===== src/logic/afgb_pkg.sv =====
// Shared widths and reset values for the FIFO glue bridge
package afgb_pkg;

    ////////////////////////////////////////////////////////////////////////////
    // Data widths
    localparam int HOST_W = 32;
    localparam int LANE_W = 16;
    localparam int FIFO_W = 18;
    localparam int PAD_W  = FIFO_W - LANE_W;

    // Lane positions on the host bus
    localparam int LANE_LO_LSB = 0;
    localparam int LANE_HI_LSB = 16;

    // Number of FIFOs ganged side by side
    localparam int NUM_FIFO = 2;

    ////////////////////////////////////////////////////////////////////////////
    // Fill value of the unused FIFO write bits
    localparam logic [PAD_W-1:0] PAD_FILL = 2'h0;

    // Reset values of the registered status outputs
    localparam logic EMPTY_RST = 1'h1;
    localparam logic FULL_RST  = 1'h0;

    // Idle level of every active-low FIFO control
    localparam logic CTRL_IDLE = 1'h1;

endpackage : afgb_pkg


===== src/logic/afgb_lane_pack.sv =====
// Width expansion: two narrow FIFO lanes form one host word
`timescale 1ns/1ns

module afgb_lane_pack (
    // Host side
    input  logic [afgb_pkg::HOST_W-1:0] host_wdata,
    output logic [afgb_pkg::HOST_W-1:0] host_rdata,
    // FIFO side
    input  logic [afgb_pkg::FIFO_W-1:0] rdata_lo,
    input  logic [afgb_pkg::FIFO_W-1:0] rdata_hi,
    output logic [afgb_pkg::FIFO_W-1:0] wdata_lo,
    output logic [afgb_pkg::FIFO_W-1:0] wdata_hi
);

    ////////////////////////////////////////////////////////////////////////////
    // Top two bits of each FIFO are not wired to the host
    always_comb begin
        wdata_lo   = {afgb_pkg::PAD_FILL,
                      host_wdata[afgb_pkg::LANE_LO_LSB +: afgb_pkg::LANE_W]};
        wdata_hi   = {afgb_pkg::PAD_FILL,
                      host_wdata[afgb_pkg::LANE_HI_LSB +: afgb_pkg::LANE_W]};
        host_rdata = {rdata_hi[afgb_pkg::LANE_W-1:0],
                      rdata_lo[afgb_pkg::LANE_W-1:0]};
    end

endmodule : afgb_lane_pack


===== src/logic/afgb_bridge.sv =====
// Glue between an asynchronous host memory port and asynchronous or strobed FIFOs
//
// Behaviour
// - Low 16 bits of two 18-bit FIFOs form one 32-bit host path.
// - Read enable is select OR read strobe; write enable select OR write strobe.
// - Strobed FIFO write cycle matches the asynchronous FIFO write cycle.
// - Unload, load and output enable are select ORed with matching strobe.
`timescale 1ns/1ns

module afgb_bridge (
    // Clock and reset, used only by the status flags
    input  logic                        sys_clk,
    input  logic                        nrst,
    // Configuration strap: high selects strobed FIFOs
    input  logic                        strobed_mode,
    // Host memory port strobes
    input  logic                        chip_select_n,
    input  logic                        async_read_strobe_n,
    input  logic                        async_write_strobe_n,
    input  logic                        async_output_enable_n,
    // Host data bus, split into in, out and enable
    input  logic [afgb_pkg::HOST_W-1:0] host_data_in,
    output logic [afgb_pkg::HOST_W-1:0] host_data_out,
    output logic                        host_data_oe,
    // Asynchronous FIFO controls
    output logic                        fifo_read_enable_n,
    output logic                        fifo_write_enable_n,
    // Strobed FIFO controls
    output logic                        unload_strobe,
    output logic                        load_strobe,
    output logic                        fifo_output_enable_n,
    // FIFO data lanes
    input  logic [afgb_pkg::FIFO_W-1:0] fifo_rdata_lo,
    input  logic [afgb_pkg::FIFO_W-1:0] fifo_rdata_hi,
    output logic [afgb_pkg::FIFO_W-1:0] fifo_wdata_lo,
    output logic [afgb_pkg::FIFO_W-1:0] fifo_wdata_hi,
    // FIFO flags, one bit per FIFO
    input  logic [afgb_pkg::NUM_FIFO-1:0] empty_flag_n,
    input  logic [afgb_pkg::NUM_FIFO-1:0] full_flag_n,
    // Combined status for the host
    output logic                        fifo_empty,
    output logic                        fifo_full
);

    ////////////////////////////////////////////////////////////////////////////
    // Width expansion
    logic [afgb_pkg::HOST_W-1:0] packed_rdata;

    afgb_lane_pack u_lane_pack (
        .host_wdata (host_data_in),
        .host_rdata (packed_rdata),
        .rdata_lo   (fifo_rdata_lo),
        .rdata_hi   (fifo_rdata_hi),
        .wdata_lo   (fifo_wdata_lo),
        .wdata_hi   (fifo_wdata_hi)
    );

    ////////////////////////////////////////////////////////////////////////////
    // Control glue
    // Kept clockless on purpose: any register here would delay the FIFO
    // strobes behind the host strobes and break the host's capture edge.
    logic rd_gate_n;
    logic wr_gate_n;
    logic oe_gate_n;

    always_comb begin
        rd_gate_n = chip_select_n | async_read_strobe_n;
        wr_gate_n = chip_select_n | async_write_strobe_n;
        oe_gate_n = chip_select_n | async_output_enable_n;
        // Unused style idles high so a wrong FIFO type never sees a strobe
        if (strobed_mode) begin
            fifo_read_enable_n   = afgb_pkg::CTRL_IDLE;
            fifo_write_enable_n  = afgb_pkg::CTRL_IDLE;
            unload_strobe        = rd_gate_n;
            load_strobe          = wr_gate_n;
            fifo_output_enable_n = oe_gate_n;
        end else begin
            fifo_read_enable_n   = rd_gate_n;
            fifo_write_enable_n  = wr_gate_n;
            unload_strobe        = afgb_pkg::CTRL_IDLE;
            load_strobe          = afgb_pkg::CTRL_IDLE;
            fifo_output_enable_n = afgb_pkg::CTRL_IDLE;
        end
    end

    ////////////////////////////////////////////////////////////////////////////
    // Host read data return
    // The host bus is driven only while the FIFOs drive toward the host,
    // so a write into this space never fights the host's own drivers.
    always_comb begin
        host_data_out = packed_rdata;
        if (strobed_mode) begin
            host_data_oe = ~oe_gate_n;
        end else begin
            host_data_oe = ~rd_gate_n;
        end
    end

    ////////////////////////////////////////////////////////////////////////////
    // Combined flag status
    // Flags are unclocked at the FIFO; one register stage here means a
    // reader must allow a cycle after a strobe before trusting the status.
    logic next_fifo_empty;
    logic next_fifo_full;

    always_comb begin
        next_fifo_empty = ~(&empty_flag_n);
        next_fifo_full  = ~(&full_flag_n);
    end

    always_ff @(posedge sys_clk or negedge nrst) begin
        if (!nrst) begin
            fifo_empty <= afgb_pkg::EMPTY_RST;
            fifo_full  <= afgb_pkg::FULL_RST;
        end else begin
            fifo_empty <= next_fifo_empty;
            fifo_full  <= next_fifo_full;
        end
    end

    ////////////////////////////////////////////////////////////////////////////
    // Checks
    property p_lane_read;
        @(posedge sys_clk) disable iff (!nrst)
        host_data_oe |-> (host_data_out[15:0] == fifo_rdata_lo[15:0]) &&
                         (host_data_out[31:16] == fifo_rdata_hi[15:0]);
    endproperty
    a_lane_read: assert property (p_lane_read)
        else $error("Read lanes not joined into host word");

    property p_lane_write;
        @(posedge sys_clk) disable iff (!nrst)
        (fifo_wdata_lo == {2'h0, host_data_in[15:0]}) &&
        (fifo_wdata_hi == {2'h0, host_data_in[31:16]});
    endproperty
    a_lane_write: assert property (p_lane_write)
        else $error("Write lanes not split from host word");

    property p_async_read;
        @(posedge sys_clk) disable iff (!nrst)
        !strobed_mode |-> (fifo_read_enable_n == (chip_select_n | async_read_strobe_n));
    endproperty
    a_async_read: assert property (p_async_read)
        else $error("Async read enable not select OR read strobe");

    property p_async_write;
        @(posedge sys_clk) disable iff (!nrst)
        (!strobed_mode && chip_select_n) |-> fifo_write_enable_n && load_strobe;
    endproperty
    a_async_write: assert property (p_async_write)
        else $error("Write enable active without chip select");

    property p_unload;
        @(posedge sys_clk) disable iff (!nrst)
        strobed_mode |-> (unload_strobe == (chip_select_n | async_read_strobe_n)) &&
                         fifo_read_enable_n;
    endproperty
    a_unload: assert property (p_unload)
        else $error("Unload strobe wrong in strobed mode");

    property p_out_en;
        @(posedge sys_clk) disable iff (!nrst)
        strobed_mode |-> (fifo_output_enable_n == (chip_select_n | async_output_enable_n))
                         && (host_data_oe == !fifo_output_enable_n);
    endproperty
    a_out_en: assert property (p_out_en)
        else $error("Output enable not select OR output strobe");

    property p_same_write;
        @(posedge sys_clk) disable iff (!nrst)
        (load_strobe & fifo_write_enable_n) == (chip_select_n | async_write_strobe_n);
    endproperty
    a_same_write: assert property (p_same_write)
        else $error("Strobed write differs from async write");

    property p_no_delay;
        @(posedge sys_clk) disable iff (!nrst)
        (!strobed_mode && !chip_select_n && $fell(async_read_strobe_n))
            |-> !fifo_read_enable_n && host_data_oe;
    endproperty
    a_no_delay: assert property (p_no_delay)
        else $error("Read enable lags the host read strobe");

    property p_async_idle;
        @(posedge sys_clk) disable iff (!nrst)
        !strobed_mode |-> (host_data_oe == !fifo_read_enable_n) && unload_strobe &&
                          fifo_output_enable_n;
    endproperty
    a_async_idle: assert property (p_async_idle)
        else $error("Async mode leaves strobed pins active or host enable wrong");

    property p_load;
        @(posedge sys_clk) disable iff (!nrst)
        strobed_mode |-> (load_strobe == (chip_select_n | async_write_strobe_n)) &&
                         fifo_write_enable_n;
    endproperty
    a_load: assert property (p_load)
        else $error("Load strobe not select OR write strobe");

    property p_write_no_delay;
        @(posedge sys_clk) disable iff (!nrst)
        (!chip_select_n && $fell(async_write_strobe_n))
            |-> !(load_strobe & fifo_write_enable_n);
    endproperty
    a_write_no_delay: assert property (p_write_no_delay)
        else $error("Write strobe to FIFO lags the host write strobe");

    property p_status;
        @(posedge sys_clk) disable iff (!nrst)
        ##1 (fifo_empty == !(&$past(empty_flag_n))) &&
            (fifo_full == !(&$past(full_flag_n)));
    endproperty
    a_status: assert property (p_status)
        else $error("Combined status does not follow flags");

endmodule : afgb_bridge


===== config.mk =====
export PLATFORM = sky130hd
export DESIGN_NAME = afgb_bridge
export DESIGN_NICKNAME = d
export VERILOG_FILES = /design/src/logic/afgb_pkg.sv /design/src/logic/afgb_lane_pack.sv /design/src/logic/afgb_bridge.sv
export SDC_FILE = /design/constraint.sdc
export NUM_CORES = 1
export LEC_CHECK = 0
export ABC_AREA = 1
export ABC_CLOCK_PERIOD_IN_PS = 800
export BUFFER_PORTS_ARGS = -buffer_cell sky130_fd_sc_hd__buf_2
export CORE_AREA = 2 2 59 61
export CTS_BUF_LIST = sky130_fd_sc_hd__clkbuf_2
export CTS_CLUSTER_SIZE = 10
export DETAILED_ROUTE_END_ITERATION = 8
export DIE_AREA = 0 0 61 63
export PLACE_DENSITY = 0.77
export SYNTH_ARGS = -nofsm -noshare
export SYNTH_HDL_FRONTEND = slang
export SYNTH_HIERARCHICAL = 1
export SYNTH_SLANG_ARGS = --single-unit

===== constraint.sdc =====
create_clock -name sys_clk -period 0.8 [get_ports sys_clk]
set_clock_uncertainty 0.1 [all_clocks]
set_input_delay 0.16 -clock sys_clk [delete_from_list [all_inputs] [get_ports sys_clk]]
set_output_delay 0.16 -clock sys_clk [all_outputs]
set_load 0.02 [all_outputs]

* Word-level counts from Yosys, hierarchy flattened
Index checks and enable logic that the tools add are counted.
Operators by class: bitwise gates (word level) 7, muxes and demuxes 6, reductions and logical operators 2
Operators with widths (count):
- $mux 1 | 6
- $not 1->1 | 4
- $reduce_and 2->1 | 2
- $or 1x1->1 | 3
Word-level totals: input port bits 79, output and inout port bits 76, flip-flop bits (word level) 2

* Longest topological paths before layout
word-level depth 3, depth in mapped cells 3

* Modules after synthesis
The synthesis kept the hierarchy.
By module, submodules not included:
- afgb_lane_pack | cells each 69, instances 1, area an instance 514.2 µm², seq. area each 0.0 µm²
- afgb_bridge | cells each 15, instances 1, area an instance 107.6 µm², seq. area each 51.3 µm²

* Least setup slack after synthesis
Ideal clock, no wire load.
path kind in2out, start point in chip_select_n, end point out host_data_oe, cell stages on the path 3, setup slack -0.066 ns, arrival 0.606 ns, buffers on the path 0, cells stage by stage nor2_1 > nand2_1 > nand2_1
Between the ends: longest elaborated chain between the ends 3
Ends and longest elaborated chain:
- start, declared | line afgb_bridge.sv:17 | input logic chip_select_n,
- $or 1x1->1 (on tied branches) | line afgb_bridge.sv:67, afgb_bridge.sv:69
- $not 1->1 (on tied branches) | line afgb_bridge.sv:95, afgb_bridge.sv:93
- $mux 1 * | line afgb_bridge.sv:92 | if (strobed_mode) begin
- end, declared | line afgb_bridge.sv:24 | output logic host_data_oe,
Mark *: on every way between the ends. The rest lies on a longest branch, timed or not.

* Worst setup path after layout
start point reg fifo_empty, end point out fifo_empty
RTL lines:
- start, declared | line afgb_bridge.sv:41 | output logic fifo_empty,
- start signal, assigned | line afgb_bridge.sv:113 | fifo_empty <= afgb_pkg::EMPTY_RST;
- start signal, assigned | line afgb_bridge.sv:116 | fifo_empty <= next_fifo_empty;
No word-level cell between the ends.

==> impl_metrics.py <==
metrics = {
    "status": {
        "status": "finished, violations left",
        "violations": "setup timing",
    },
    "placement": {
        "portBuffers": 18,
        "gp_congestion": 0.443,
        "placed_area_sq_um": 275,
        "place_hpwl_um": 793,
    },
    "setup_path": {
        "crit_family": "flip-flops",
        "slowest_stage": "dfstp_2",
        "worstSetupPathType": "reg2out",
        "crit_path_max_fanout": 1,
        "required_ns": 0.54,
        "crit_path_start_kind": "flop",
        "cp_slowest_stage_delay_ns": 0.52,
        "cp_num_buf_inv": 1,
        "cp_data_arrival_time_ns": 0.81,
        "worst_setup_path_end_kind": "primary output",
        "path_cells": "buf_6",
    },
    "final_layout": {
        "area_growth_pct": -31.6,
        "antenna_cells": 0,
        "drive_above_1_share_pct": 81.0,
        "stdcell_area_sq_um": 425,
        "nets": 122,
    },
    "clock_network": {
        "htree_levels": 1,
        "clk_pin_slew_ns": 0.03,
        "numCtsBuffers": 3,
        "cts_root_buffer": "clkbuf_2",
        "cts_tree": "built",
        "clockBufferDepth": 2,
        "cts_setup_buffers": 0,
        "cts.sinks": 2,
    },
    "yosys": {
        "yosys_warnings": 6,
        "postSynthCellCount": 84,
        "synth_cell_types": 10,
        "syn-mean-instance-area_sq_um": 7.40,
        "syn_area_sq_um": 622,
        "ys_seq_elements": 2,
        "yosysSeqAreaShare_pct": 8.25,
    },
    "routing": {
        "wirelength_um": 1030,
        "routedWlPerCell_um": 11.7,
        "vias": 293,
        "viasPerCell": 3.33,
        "highest_layer": "met4",
        "first_pass_iters": 2,
        "met1_length_um": 161,
        "drc_errors": 0,
        "wl_met3_um": 274,
        "first_iter_violations": 4,
        "wl_met2_um": 427,
        "antenna_left": 0,
    },
    "grt": {
        "antenna_found_initial": 0,
        "track_usage_pct": 4.82,
        "grt_remaining_overflow": 0,
        "grt_pass1_vias": 287,
        "grt_max_degree": 5,
        "grt_first_pass_wirelength_um": 1270,
    },
    "sta": {
        "worst_slack_ns": -0.269,
        "report.final.hold_viol_count": 0,
        "rsz0062_at_grt": "yes",
        "tns_ns": -0.573,
        "drv_slew": 0,
        "setup_viol": 6,
        "fmax_mhz": 936,
        "layout_min_cycle_time_ns": 1.07,
        "fin_crit_sh_pct": 134,
    },
    "min_path": {
        "hp-start": "empty_flag_n[1]",
        "hold_path_class": "in2reg",
        "hold_depth": 2,
        "min_to": "fifo_empty",
    },
    "die": {
        "dieArea_sq_mm": 0.00384,
        "start_util_pct": 19.2,
        "dieHeight_um": 63,
        "die_w_um": 61,
        "io-pin-count": 155,
        "rows": 21,
        "coreArea_sq_mm": 0.00323,
    },
    "pwr": {
        "power_density_mw_per_mm2": 1130,
        "ir_drop_v": 0.000155,
        "power_leakage_uw": 0.000193,
    },
    "flow_run": {
        "maxCapViolations": 0,
    },
}
how the worst max path moves through the flow:
stage | slack (ns) | cells after the start | from | to
global placement | -0.13 | 5 | chip_select_n | host_data_oe
CTS | -0.29 | 1 | fifo_empty | fifo_empty
global route | -0.29 | 1 | fifo_empty | fifo_empty
finish | -0.27 | 1 | fifo_empty | fifo_empty
detailed placement | -0.14 | 5 | chip_select_n | host_data_oe
floorplan | -0.01 | 0 | fifo_empty | fifo_empty
timing repair:
action	CTS	global route
hold endpoints to repair	3	0
resized for setup	30	7
cloned	0	0
endpoints found under the setup margin	8	8
pin swaps	3	5
hold buffers	1	0
kinds of logic (layout without fill, tap and decap cells):
group	Yosys count	in the layout	synth area share, %
other	1	4	0.603
buffers and inverters	71	26	83.9
and+or+nand+nor	10	10	7.24
DFF	2	2	8.25
registers in the layout, indices dropped and copies added (netlist names):
signal      flops
fifo_empty      1
fifo_full       1
synthesized netlist by cell type, drive strengths merged:
master  instances  share of area, %
buf            68                82
nand2           6               4.0
inv             3               1.8
nand3           2               1.6
nor2            2               1.6
conb            1              0.60
dfrtp           1               4.0
dfstp           1               4.2
where the power goes:
| group | switching (uW) | internal, uW | total (uW) |
|---|---|---|---|
| Clock | 62.1 | 131 | 193 |
| Combinational | 89.0 | 87.9 | 177 |
| Sequential | 2.66 | 109 | 112 |
routing by layer:
layer	GRT usage, %	vias to the layer above
met4	10.6	0
met5	0	-
met1	0.123	108
met2	6.72	59
li1	-	96
met3	6.00	30
area by class of cell:
type                       count  area, sq um
clock buffer                   4         20.0
inverter                       3         18.8
multi-input combinational     14         90.1
tap                           46         57.6
sequential                     2         51.3
fill                         359         2810
timing repair buffer          19          188
metrics by stage:
stage / hold WS [ns] / power, uW / setup WS (ns) / util [%] / cells
final: 0.00207 / 482 / -0.269 / 13.2 / 88
after global routing: 0.0113 / 511 / -0.293 / 13.2 / 88
after CTS: -0.0103 / 479 / -0.285 / 12.4 / 88
after detailed placement: -0.153 / 221 / -0.136 / 8.52 / 83
after global placement: -0.156 / 220 / -0.132 / 8.52 / 83
after floorplan: -0.236 / 654 / -0.0144 / - / 87
cell usage in the layout, fill, tap and decap left out:
cell type	n
buf_8	1
nand2_1	2
nand3_2	2
inv_4	1
conb_1	4
nand2_2	4
inv_2	1
clkbuf_2	4
buf_6	10
inv_6	1
buf_2	6
dfstp_2	1
dfrtp_1	1
dlygate4sd3_1	1
buf_12	1
nor2_4	2
No activity file was read; power rests on OpenSTA's default activity.
